==> config.mk <==
export PLATFORM = sky130hd
export DESIGN_NAME = acpr_cfg_power_regs
export DESIGN_NICKNAME = d
export VERILOG_FILES = /design/src/hdl/acpr_pkg.sv /design/src/hdl/acpr_pin_sync.sv /design/src/hdl/acpr_spi_frame.sv /design/src/hdl/acpr_cfg_power_regs.sv
export SDC_FILE = /design/constraint.sdc
export NUM_CORES = 1
export LEC_CHECK = 0
export ABC_AREA = 1
export BUFFER_PORTS_ARGS = -buffer_cell sky130_fd_sc_hd__buf_2
export CORE_MARGIN = 2
export CORE_UTILIZATION = 35
export CTS_CLUSTER_DIAMETER = 200
export DETAILED_ROUTE_END_ITERATION = 10
export GPL_ROUTABILITY_DRIVEN = 0
export GPL_TIMING_DRIVEN = 1
export SLEW_MARGIN = 20
export SYNTH_ARGS = -nofsm -noshare
export SYNTH_HDL_FRONTEND = slang
export SYNTH_SLANG_ARGS = --single-unit
==> constraint.sdc <==
create_clock -name mclk -period 1.4 [get_ports mclk]
set_input_delay 0.21 -clock mclk [delete_from_list [all_inputs] [get_ports mclk]]
set_output_delay 0.21 -clock mclk [all_outputs]
set_load 0.02 [all_outputs]
==> src/hdl/acpr_pkg.sv <==
`default_nettype none
package acpr_pkg;

  localparam int ADDR_W     = 15;
  localparam int DATA_W     = 8;
  localparam int FRAME_BITS = 24;
  localparam int HEAD_BITS  = 16;

  localparam logic [4:0] CNT_HEAD_LAST  = 5'h0f;
  localparam logic [4:0] CNT_DATA_LAST  = 5'h17;
  localparam logic [4:0] CNT_READ_FIRST = 5'h10;

  localparam logic [14:0] OFS_SOFT_RESET  = 15'h0000;
  localparam logic [14:0] OFS_OUT_IF      = 15'h0007;
  localparam logic [14:0] OFS_POWER_DOWN  = 15'h0008;
  localparam logic [14:0] OFS_OUT_BUF_PD  = 15'h0009;
  localparam logic [14:0] OFS_GLOBAL_MASK = 15'h000d;
  localparam logic [14:0] OFS_FUSE_LOAD   = 15'h0013;

  localparam int SOFT_RESET_BIT = 0;
  localparam int FUSE_LOAD_BIT  = 0;
  localparam int MAP_LSB        = 5;
  localparam int OVR_EN_BIT     = 3;
  localparam int MODE_LSB       = 0;
  localparam int PD_CLKBUF_BIT  = 5;
  localparam int PD_REFAMP_BIT  = 4;
  localparam int PD_CHA_BIT     = 2;
  localparam int PD_CHB_BIT     = 1;
  localparam int PD_GLOBAL_BIT  = 0;
  localparam int OB_FRAME_CLOCK_BIT    = 5;
  localparam int OB_SERIAL_BIT_CLOCK_BIT    = 4;
  localparam int OB_DA0_BIT     = 3;
  localparam int OB_DA1_BIT     = 2;
  localparam int OB_DB0_BIT     = 1;
  localparam int OB_DB1_BIT     = 0;
  localparam int MASK_CLKBUF_BIT = 3;
  localparam int MASK_REFAMP_BIT = 2;
  localparam int MASK_BG_BIT     = 1;

  localparam logic [7:0] OUT_IF_WMASK = 8'hef;
  localparam logic [7:0] PD_WMASK     = 8'h37;
  localparam logic [7:0] OB_WMASK     = 8'h3f;
  localparam logic [7:0] GMASK_WMASK  = 8'h0e;

  localparam logic [7:0] RST_REG8   = 8'h00;
  localparam logic [2:0] RST_FIELD3 = 3'h0;

  typedef enum logic [1:0] {
    ACPR_SPI_IDLE  = 2'b00,
    ACPR_SPI_HEAD  = 2'b01,
    ACPR_SPI_WDATA = 2'b11,
    ACPR_SPI_RDATA = 2'b10
  } acpr_spi_state_t;

  typedef enum logic [1:0] {
    ACPR_LANE_NONE = 2'b00,
    ACPR_LANE_2W   = 2'b01,
    ACPR_LANE_1W   = 2'b11,
    ACPR_LANE_HALF = 2'b10
  } acpr_lane_t;

endpackage
`default_nettype wire

==> src/hdl/acpr_pin_sync.sv <==
`timescale 1ns/1ps
`default_nettype none
module acpr_pin_sync #(
  parameter logic RST_VAL = 1'b0
) (
  input  wire logic mclk,
  input  wire logic sys_rst,
  input  wire logic pin,
  output logic      level
);

  logic s1_r;
  logic s2_r;
  logic s3_r;
  logic level_r;

  always_ff @(posedge mclk) begin
    if (sys_rst) begin
      s1_r <= RST_VAL;
      s2_r <= RST_VAL;
      s3_r <= RST_VAL;
    end else begin
      s1_r <= pin;
      s2_r <= s1_r;
      s3_r <= s2_r;
    end
  end

  // A change is taken only once the second and third stages agree.
  always_ff @(posedge mclk) begin
    if (sys_rst) begin
      level_r <= RST_VAL;
    end else if (s2_r == s3_r) begin
      level_r <= s3_r;
    end
  end

  assign level = level_r;

endmodule
`default_nettype wire

==> src/hdl/acpr_spi_frame.sv <==
`timescale 1ns/1ps
`default_nettype none
module acpr_spi_frame (
  input  wire logic        mclk,
  input  wire logic        sys_rst,
  input  wire logic        sclk_lvl,
  input  wire logic        sen_n_lvl,
  input  wire logic        sdi_lvl,
  input  wire logic [7:0]  rd_data,
  output logic             wr_stb,
  output logic [14:0]      wr_addr,
  output logic [7:0]       wr_data,
  output logic [14:0]      rd_addr,
  output logic             sdo,
  output logic             sdo_oe
);

  acpr_pkg::acpr_spi_state_t state_r;
  logic        sclk_d_r;
  logic        sen_n_d_r;
  logic [4:0]  cnt_r;
  logic [15:0] head_r;
  logic [7:0]  data_r;
  logic [7:0]  rd_sh_r;
  logic        wr_stb_r;
  logic [14:0] wr_addr_r;
  logic [7:0]  wr_data_r;
  logic [14:0] rd_addr_r;
  logic        sdo_r;
  logic        rise;
  logic        fall;
  logic        sen_fall;

  assign rise     = sclk_lvl & ~sclk_d_r & ~sen_n_lvl;
  assign fall     = ~sclk_lvl & sclk_d_r & ~sen_n_lvl;
  assign sen_fall = ~sen_n_lvl & sen_n_d_r;

  always_ff @(posedge mclk) begin
    if (sys_rst) begin
      sclk_d_r  <= 1'b0;
      sen_n_d_r <= 1'b1;
    end else begin
      sclk_d_r  <= sclk_lvl;
      sen_n_d_r <= sen_n_lvl;
    end
  end

  // Raising the enable aborts any frame; a write lands only on its last bit.
  always_ff @(posedge mclk) begin
    wr_stb_r <= 1'b0;
    if (sys_rst) begin
      state_r   <= acpr_pkg::ACPR_SPI_IDLE;
      cnt_r     <= 5'h00;
      head_r    <= 16'h0000;
      data_r    <= 8'h00;
      rd_sh_r   <= 8'h00;
      wr_addr_r <= 15'h0000;
      wr_data_r <= 8'h00;
      rd_addr_r <= 15'h0000;
      sdo_r     <= 1'b0;
    end else if (sen_n_lvl) begin
      state_r <= acpr_pkg::ACPR_SPI_IDLE;
      sdo_r   <= 1'b0;
    end else begin
      case (state_r)
        acpr_pkg::ACPR_SPI_IDLE: begin
          if (sen_fall) begin
            state_r <= acpr_pkg::ACPR_SPI_HEAD;
            cnt_r   <= 5'h00;
          end
        end
        acpr_pkg::ACPR_SPI_HEAD: begin
          if (rise) begin
            head_r <= {head_r[14:0], sdi_lvl};
            cnt_r  <= cnt_r + 5'h01;
            if (cnt_r == acpr_pkg::CNT_HEAD_LAST) begin
              rd_addr_r <= {head_r[13:0], sdi_lvl};
              state_r   <= head_r[14] ? acpr_pkg::ACPR_SPI_RDATA : acpr_pkg::ACPR_SPI_WDATA;
            end
          end
        end
        acpr_pkg::ACPR_SPI_WDATA: begin
          if (rise) begin
            data_r <= {data_r[6:0], sdi_lvl};
            cnt_r  <= cnt_r + 5'h01;
            if (cnt_r == acpr_pkg::CNT_DATA_LAST) begin
              wr_stb_r  <= 1'b1;
              wr_addr_r <= rd_addr_r;
              wr_data_r <= {data_r[6:0], sdi_lvl};
              state_r   <= acpr_pkg::ACPR_SPI_IDLE;
            end
          end
        end
        acpr_pkg::ACPR_SPI_RDATA: begin
          if (fall) begin
            if (cnt_r == acpr_pkg::CNT_READ_FIRST) begin
              sdo_r   <= rd_data[7];
              rd_sh_r <= {rd_data[6:0], 1'b0};
              cnt_r   <= cnt_r + 5'h01;
            end else begin
              sdo_r   <= rd_sh_r[7];
              rd_sh_r <= {rd_sh_r[6:0], 1'b0};
            end
          end
        end
        default: begin
          state_r <= acpr_pkg::ACPR_SPI_IDLE;
        end
      endcase
    end
  end

  assign wr_stb  = wr_stb_r;
  assign wr_addr = wr_addr_r;
  assign wr_data = wr_data_r;
  assign rd_addr = rd_addr_r;
  assign sdo     = sdo_r;
  assign sdo_oe  = (state_r == acpr_pkg::ACPR_SPI_RDATA) & ~sen_n_lvl;

endmodule
`default_nettype wire

==> src/hdl/acpr_cfg_power_regs.sv <==
// What this block does
// - Reset bit restores defaults, then self clears.
// - Mapping codes one to four select lane formats.
// - New mapping waits for the fuse load command.
// - Fuse load returns written registers to defaults.
// - Fuse defaults apply by themselves after reset.
// - Mapping and mode fields read zero after reset.
// - Override bit gates the selected interface mode.
// - Mode codes three to five select lanes.
// - Bit five powers down sampling clock buffer.
// - Bit four powers down reference amplifier.
// - Bits two and one stop channels A, B.
// - Bit zero enters masked global power down.
// - Buffer bits five, four stop clock drivers.
// - Mask bits three, two keep blocks powered in global down; mask bit one stops the bandgap.
`timescale 1ns/1ps
`default_nettype none
module acpr_cfg_power_regs (
  input  wire logic        mclk,
  input  wire logic        sys_rst,
  input  wire logic        spi_clk,
  input  wire logic        spi_en_n,
  input  wire logic        spi_sdi,
  output logic             spi_sdo,
  output logic             spi_sdo_oe,
  input  wire logic [2:0]  fuse_bit_mapping,
  input  wire logic [2:0]  fuse_interface_mode,
  output logic [2:0]       active_bit_mapping,
  output logic [1:0]       mapping_lanes,
  output logic [2:0]       active_interface_mode,
  output logic [1:0]       interface_lanes,
  output logic             sample_clock_buffer_off,
  output logic             reference_amplifier_off,
  output logic             bandgap_off,
  output logic             channel_a_off,
  output logic             channel_b_off,
  output logic             global_power_off,
  output logic             frame_clock_driver_off,
  output logic             bit_clock_driver_off,
  output logic             chan_a_lane0_driver_off,
  output logic             chan_a_lane1_driver_off,
  output logic             chan_b_lane0_driver_off,
  output logic             chan_b_lane1_driver_off
);

  function automatic acpr_pkg::acpr_lane_t map_lanes(input logic [2:0] code);
    case (code)
      3'h1:    map_lanes = acpr_pkg::ACPR_LANE_2W;
      3'h2:    map_lanes = acpr_pkg::ACPR_LANE_2W;
      3'h3:    map_lanes = acpr_pkg::ACPR_LANE_1W;
      3'h4:    map_lanes = acpr_pkg::ACPR_LANE_HALF;
      default: map_lanes = acpr_pkg::ACPR_LANE_NONE;
    endcase
  endfunction

  function automatic acpr_pkg::acpr_lane_t mode_lanes(input logic [2:0] code);
    case (code)
      3'h3:    mode_lanes = acpr_pkg::ACPR_LANE_2W;
      3'h4:    mode_lanes = acpr_pkg::ACPR_LANE_1W;
      3'h5:    mode_lanes = acpr_pkg::ACPR_LANE_HALF;
      default: mode_lanes = acpr_pkg::ACPR_LANE_NONE;
    endcase
  endfunction

  logic        sclk_lvl;
  logic        sen_n_lvl;
  logic        sdi_lvl;
  logic        wr_stb;
  logic [14:0] wr_addr;
  logic [7:0]  wr_data;
  logic [14:0] rd_addr;
  logic [7:0]  rd_data_r;
  logic [7:0]  rd_data_nxt;

  acpr_pin_sync #(.RST_VAL(1'b0)) u_sync_clk (
    .mclk    (mclk),
    .sys_rst (sys_rst),
    .pin     (spi_clk),
    .level   (sclk_lvl)
  );

  acpr_pin_sync #(.RST_VAL(1'b1)) u_sync_en (
    .mclk    (mclk),
    .sys_rst (sys_rst),
    .pin     (spi_en_n),
    .level   (sen_n_lvl)
  );

  acpr_pin_sync #(.RST_VAL(1'b0)) u_sync_sdi (
    .mclk    (mclk),
    .sys_rst (sys_rst),
    .pin     (spi_sdi),
    .level   (sdi_lvl)
  );

  acpr_spi_frame u_frame (
    .mclk      (mclk),
    .sys_rst   (sys_rst),
    .sclk_lvl  (sclk_lvl),
    .sen_n_lvl (sen_n_lvl),
    .sdi_lvl   (sdi_lvl),
    .rd_data   (rd_data_r),
    .wr_stb    (wr_stb),
    .wr_addr   (wr_addr),
    .wr_data   (wr_data),
    .rd_addr   (rd_addr),
    .sdo       (spi_sdo),
    .sdo_oe    (spi_sdo_oe)
  );

  logic [7:0] out_if_r;
  logic [7:0] pd_r;
  logic [7:0] ob_r;
  logic [7:0] gmask_r;
  logic       boot_r;
  logic [2:0] act_map_r;
  logic [2:0] base_mode_r;
  logic       soft_rst_evt;
  logic       fuse_evt;
  logic [2:0] map_field;
  logic [2:0] mode_field;
  logic       ovr_en;

  assign soft_rst_evt = wr_stb & (wr_addr == acpr_pkg::OFS_SOFT_RESET)
                      & wr_data[acpr_pkg::SOFT_RESET_BIT];
  assign fuse_evt     = wr_stb & (wr_addr == acpr_pkg::OFS_FUSE_LOAD)
                      & wr_data[acpr_pkg::FUSE_LOAD_BIT];
  assign map_field    = out_if_r[acpr_pkg::MAP_LSB +: 3];
  assign mode_field   = out_if_r[acpr_pkg::MODE_LSB +: 3];
  assign ovr_en       = out_if_r[acpr_pkg::OVR_EN_BIT];

  // Reserved bits are never stored, so they read as zero whatever is written.
  always_ff @(posedge mclk) begin
    if (sys_rst || soft_rst_evt || fuse_evt) begin
      out_if_r <= acpr_pkg::RST_REG8;
      pd_r     <= acpr_pkg::RST_REG8;
      ob_r     <= acpr_pkg::RST_REG8;
      gmask_r  <= acpr_pkg::RST_REG8;
    end else if (wr_stb) begin
      if (wr_addr == acpr_pkg::OFS_OUT_IF) begin
        out_if_r <= wr_data & acpr_pkg::OUT_IF_WMASK;
      end else if (wr_addr == acpr_pkg::OFS_POWER_DOWN) begin
        pd_r <= wr_data & acpr_pkg::PD_WMASK;
      end else if (wr_addr == acpr_pkg::OFS_OUT_BUF_PD) begin
        ob_r <= wr_data & acpr_pkg::OB_WMASK;
      end else if (wr_addr == acpr_pkg::OFS_GLOBAL_MASK) begin
        gmask_r <= wr_data & acpr_pkg::GMASK_WMASK;
      end
    end
  end

  // The fuse pins are only looked at after reset is released.
  always_ff @(posedge mclk) begin
    if (sys_rst) begin
      boot_r <= 1'b1;
    end else begin
      boot_r <= soft_rst_evt;
    end
  end

  // The mapping in use is held apart from the readable field, so the field can read zero.
  always_ff @(posedge mclk) begin
    if (sys_rst) begin
      act_map_r   <= acpr_pkg::RST_FIELD3;
      base_mode_r <= acpr_pkg::RST_FIELD3;
    end else if (boot_r) begin
      act_map_r   <= fuse_bit_mapping;
      base_mode_r <= fuse_interface_mode;
    end else if (fuse_evt) begin
      act_map_r   <= (map_field != 3'h0) ? map_field : fuse_bit_mapping;
      base_mode_r <= ovr_en ? mode_field : fuse_interface_mode;
    end
  end

  // The reset register and the fuse load command always read zero.
  always_comb begin
    rd_data_nxt = acpr_pkg::RST_REG8;
    if (rd_addr == acpr_pkg::OFS_OUT_IF) begin
      rd_data_nxt = out_if_r;
    end else if (rd_addr == acpr_pkg::OFS_POWER_DOWN) begin
      rd_data_nxt = pd_r;
    end else if (rd_addr == acpr_pkg::OFS_OUT_BUF_PD) begin
      rd_data_nxt = ob_r;
    end else if (rd_addr == acpr_pkg::OFS_GLOBAL_MASK) begin
      rd_data_nxt = gmask_r;
    end
  end

  always_ff @(posedge mclk) begin
    if (sys_rst) begin
      rd_data_r <= acpr_pkg::RST_REG8;
    end else begin
      rd_data_r <= rd_data_nxt;
    end
  end

  logic [2:0]  mode_r;
  logic [1:0]  map_lane_r;
  logic [1:0]  mode_lane_r;
  logic [12:0] pwr_r;
  logic        glob;

  assign glob = pd_r[acpr_pkg::PD_GLOBAL_BIT];

  always_ff @(posedge mclk) begin
    if (sys_rst) begin
      mode_r      <= acpr_pkg::RST_FIELD3;
      map_lane_r  <= acpr_pkg::ACPR_LANE_NONE;
      mode_lane_r <= acpr_pkg::ACPR_LANE_NONE;
    end else begin
      mode_r      <= ovr_en ? mode_field : base_mode_r;
      map_lane_r  <= map_lanes(act_map_r);
      mode_lane_r <= mode_lanes(ovr_en ? mode_field : base_mode_r);
    end
  end

  // Channels have no mask bit, so global power down always stops them.
  always_ff @(posedge mclk) begin
    if (sys_rst) begin
      pwr_r <= 13'h0000;
    end else begin
      pwr_r[0]  <= pd_r[acpr_pkg::PD_CLKBUF_BIT]
                 | (glob & ~gmask_r[acpr_pkg::MASK_CLKBUF_BIT]);
      pwr_r[1]  <= pd_r[acpr_pkg::PD_REFAMP_BIT]
                 | (glob & ~gmask_r[acpr_pkg::MASK_REFAMP_BIT]);
      pwr_r[2]  <= glob & gmask_r[acpr_pkg::MASK_BG_BIT];
      pwr_r[3]  <= pd_r[acpr_pkg::PD_CHA_BIT] | glob;
      pwr_r[4]  <= pd_r[acpr_pkg::PD_CHB_BIT] | glob;
      pwr_r[5]  <= glob;
      pwr_r[6]  <= ob_r[acpr_pkg::OB_FRAME_CLOCK_BIT];
      pwr_r[7]  <= ob_r[acpr_pkg::OB_SERIAL_BIT_CLOCK_BIT];
      pwr_r[8]  <= ob_r[acpr_pkg::OB_DA0_BIT];
      pwr_r[9]  <= ob_r[acpr_pkg::OB_DA1_BIT];
      pwr_r[10] <= ob_r[acpr_pkg::OB_DB0_BIT];
      pwr_r[11] <= ob_r[acpr_pkg::OB_DB1_BIT];
      pwr_r[12] <= 1'b0;
    end
  end

  assign active_bit_mapping      = act_map_r;
  assign mapping_lanes           = map_lane_r;
  assign active_interface_mode   = mode_r;
  assign interface_lanes         = mode_lane_r;
  assign sample_clock_buffer_off = pwr_r[0];
  assign reference_amplifier_off = pwr_r[1];
  assign bandgap_off             = pwr_r[2];
  assign channel_a_off           = pwr_r[3];
  assign channel_b_off           = pwr_r[4];
  assign global_power_off        = pwr_r[5];
  assign frame_clock_driver_off  = pwr_r[6];
  assign bit_clock_driver_off    = pwr_r[7];
  assign chan_a_lane0_driver_off = pwr_r[8];
  assign chan_a_lane1_driver_off = pwr_r[9];
  assign chan_b_lane0_driver_off = pwr_r[10];
  assign chan_b_lane1_driver_off = pwr_r[11];

  logic pd_wr;
  logic ob_wr;
  assign pd_wr = wr_stb & (wr_addr == acpr_pkg::OFS_POWER_DOWN);
  assign ob_wr = wr_stb & (wr_addr == acpr_pkg::OFS_OUT_BUF_PD);
endmodule
`default_nettype wire

==> flow_summary.json <==
{
  "drcViolationCount": 0,
  "tightestPinTransition_ns": 0.318,
  "ys_ff_latch": 145,
  "yosys.area.top_type_share": 0.511,
  "holdPathStages": 5,
  "holdPathEnd": "base_mode_r[1]",
  "drtIter0Drc": 294,
  "vias_per_cell": 4.80,
  "slew_headroom": 0.786,
  "cts_buffer_depth": 2,
  "ant_nets": 0,
  "violations": "setup timing",
  "synth_fp_nets": 762,
  "cts_sinks": 145,
  "routed_wl_um": 13600,
  "final_nets": 851,
  "worst-r2r-setup-slack_ns": -0.14,
  "synthSimpleGateAreaFrac": 0.224,
  "synth_compound_area_frac": 0.165,
  "reg2reg_depth": 9,
  "setup_viol": 30,
  "finClkSkew_ns": 0.00729,
  "cpMaxStageDelayCell": "dfxtp_4",
  "synthAdderAreaFrac": 0.00661,
  "fin_ws_ns": -0.140,
  "first_global_vias": 4496,
  "htree_num_levels": 4,
  "rows": 46,
  "via_count": 5116,
  "root_buffer": "clkbuf_16",
  "fillers": 1540,
  "grt_setup_unrepaired": "yes",
  "fmax_ghz": 0.649,
  "cp-start-kind": "register",
  "clk_pin_slew_ns": 0.06,
  "grt_use_total": 0.157,
  "drive_above_1_share": 0.278,
  "synth-main-ff-cell": "dfxtp_1",
  "final_cell_mix": "134 x dfxtp_1, 103 x nand2_1, 84 x inv_1",
  "syn_area_um2": 5680,
  "antenna_found_initial": 0,
  "total_leakage_power_nw": 3.05,
  "p_per_area_nw_per_um2": 1170,
  "grt_pass1_wl_um": 21900,
  "synth.distinct_cells": 26,
  "hp-class": "input pin to register",
  "drv_slew": 0,
  "worstSetupPathType": "register to register",
  "dpl.hpwl_um": 8740,
  "status": "finished, violations left",
  "wl_per_cell_um": 12.7,
  "async_reset_ff_frac": 0,
  "slowest_delay_ns": 0.36,
  "fin_crit_sh": 1.10,
  "cts_tree": "built",
  "synth_xor_area_frac": 0,
  "die_area_um2": 17300,
  "syn_avg_cell_area_um2": 7.60,
  "setup_tns_ns": -2.16,
  "io_buffers": 34,
  "synth_top_family_by_area": "simple AND/OR/NAND/NOR gates",
  "clk_latency_ns": 0.42,
  "start_util": 0.358,
  "synth_top_cell_by_area": "dfxtp_1",
  "hold_viol_final": 0,
  "preCtsSetupSlack_ns": -0.118,
  "synth_seq_area_share": 0.511,
  "crit_chain": "ha_4 > nand2_4 > nor2_4 > ha_2 > nand4_1 > buf_6 > buf_12 > buf_6 > a21oi_1",
  "synth_edf_count": 0,
  "crit_fanout": 8,
  "die_w_um": 131,
  "grt_max_degree": 43,
  "io_pins": 35,
  "synthTopCellsByArea": "dfxtp_1 51%, a21oi_1 8.5%, nand2_1 7.8%",
  "timing.critical_path.mode_cell": "buf_6",
  "core_um2": 15900,
  "maxCapViolCount": 0,
  "critPathRequiredTime_ns": 1.75,
  "overflow": 0,
  "ir_drop_v": 0.000989,
  "netlist_instances": 748,
  "min_from": "fuse_interface_mode[1]",
  "cts_buffers": 17,
  "area_growth_pct": 34.9,
  "first_pass_iters": 8,
  "die_h_um": 131,
  "reg2reg_from": "u_frame.cnt_r[0]",
  "final_common_cell": "dfxtp_1",
  "synth.area.mux_share": 0,
  "r2r_end": "u_frame.rd_addr[10]",
  "cp-end-kind": "register",
  "ys_warn_count": 0,
  "n_antenna_cell": 0,
  "arrival_ns": 1.89,
  "fin_crit_ns": 1.54
}
-- cells in the mapped netlist (3+ instances only) --
| cell | instances |
|---|---|
| a21oi_1 | 96 |
| clkbuf_1 | 14 |
| o21ai_0 | 76 |
| nor2_4 | 3 |
| a31oi_1 | 7 |
| nand3_1 | 37 |
| buf_6 | 3 |
| nor2_1 | 76 |
| nor2_2 | 5 |
| o21ai_1 | 5 |
| ha_1 | 3 |
| nand2_1 | 118 |
| inv_2 | 3 |
| nand4_1 | 35 |
| inv_1 | 89 |
| dfxtp_1 | 145 |
| or2_2 | 3 |
| nor3_1 | 3 |
| buf_2 | 18 |
-- area by class of cell --
class,instances,area [um2],area share
Clock buffer,17,425,0.0555
Sequential cell,145,2920,0.381
Inverter,94,368,0.0480
Multi-Input combinational cell,473,2560,0.335
Timing Repair Buffer,106,952,0.124
Clock inverter,14,165,0.0215
Tap cell,216,270,0.0353
-- cell families after synthesis --
family / after synthesis
AOI/OAI and AO/OA: 185
adders and majority gates: 3
buffers and inverters: 130
DFF: 145
and+or+nand+nor: 285
-- worst max-delay path by stage --
stage,from,to,cells after the start
after floorplan,u_frame.cnt_r[0],u_frame.rd_addr[11],8
after global placement,u_frame.cnt_r[0],u_frame.rd_addr[11],8
after detailed placement,u_frame.cnt_r[0],u_frame.rd_addr[3],8
after CTS,u_frame.cnt_r[0],u_frame.rd_addr[3],9
after global routing,u_frame.cnt_r[0],u_frame.rd_addr[6],9
final,u_frame.cnt_r[0],u_frame.rd_addr[10],9
-- registers in the layout, indices dropped and copies added, names as in the netlist, 2 cells and up --
signal                 flops
u_frame.head_r            15
interface_lanes            2
pwr_r                     12
u_frame.cnt_r              5
base_mode_r                3
ob_r                       6
rd_data_r                  8
active_interface_mode      3
out_if_r                   7
u_frame.wr_data            8
active_bit_mapping         3
pd_r                       5
u_frame.wr_addr           15
u_frame.rd_sh_r            7
u_frame.state_r            2
gmask_r                    3
mapping_lanes              2
u_frame.rd_addr           15
u_frame.data_r             7
-- repair_timing --
action                                  in CTS  in global routing
resized for setup                           22                128
hold endpoints to repair                     3                  0
buffers inserted                             3                 12
endpoints found under the setup margin      60                102
gates cloned                                 2                  5
hold buffers                                 3                  0
pin swaps                                    2                 27
-- critical path: cells and delay by family (launching register included) --
kind | cells | cell delay, ns
AND/OR/NAND/NOR | 3 | 0.25
flip-flops | 1 | 0.36
adder cells (fa/ha/maj) | 2 | 0.32
AO/OA/AOI/OAI | 1 | 0.12
buffers and inverters | 3 | 0.41
-- report_power, final --
| part | total [mW] | internal, mW | switching (mW) |
|---|---|---|---|
| sequential | 4.17 | 4.16 | 0.0149 |
| combinational | 0.273 | 0.110 | 0.163 |
| clock | 4.53 | 2.78 | 1.75 |
| total | 8.98 | 7.05 | 1.92 |
-- through the flow --
stage               hold WS, ns  instances   util  cell area (um2)  power [mW]
finish                   0.0966       1065  0.483             7660        8.98
global route              0.137       1065  0.483             7660        9.31
CTS                      0.0815       1049  0.449             7140        9.05
detailed placement        0.399       1010  0.402             6390        4.50
global placement          0.398       1010  0.402             6390        4.50
floorplan                 0.314        748      -             5710        4.41
-- layer usage --
layer,track usage,part of all wire
met5,0,0
met4,0.0682,0.017
met3,0.0401,0.046
met2,0.245,0.47
met1,0.206,0.47
No activity file was read; power rests on OpenSTA's default activity.
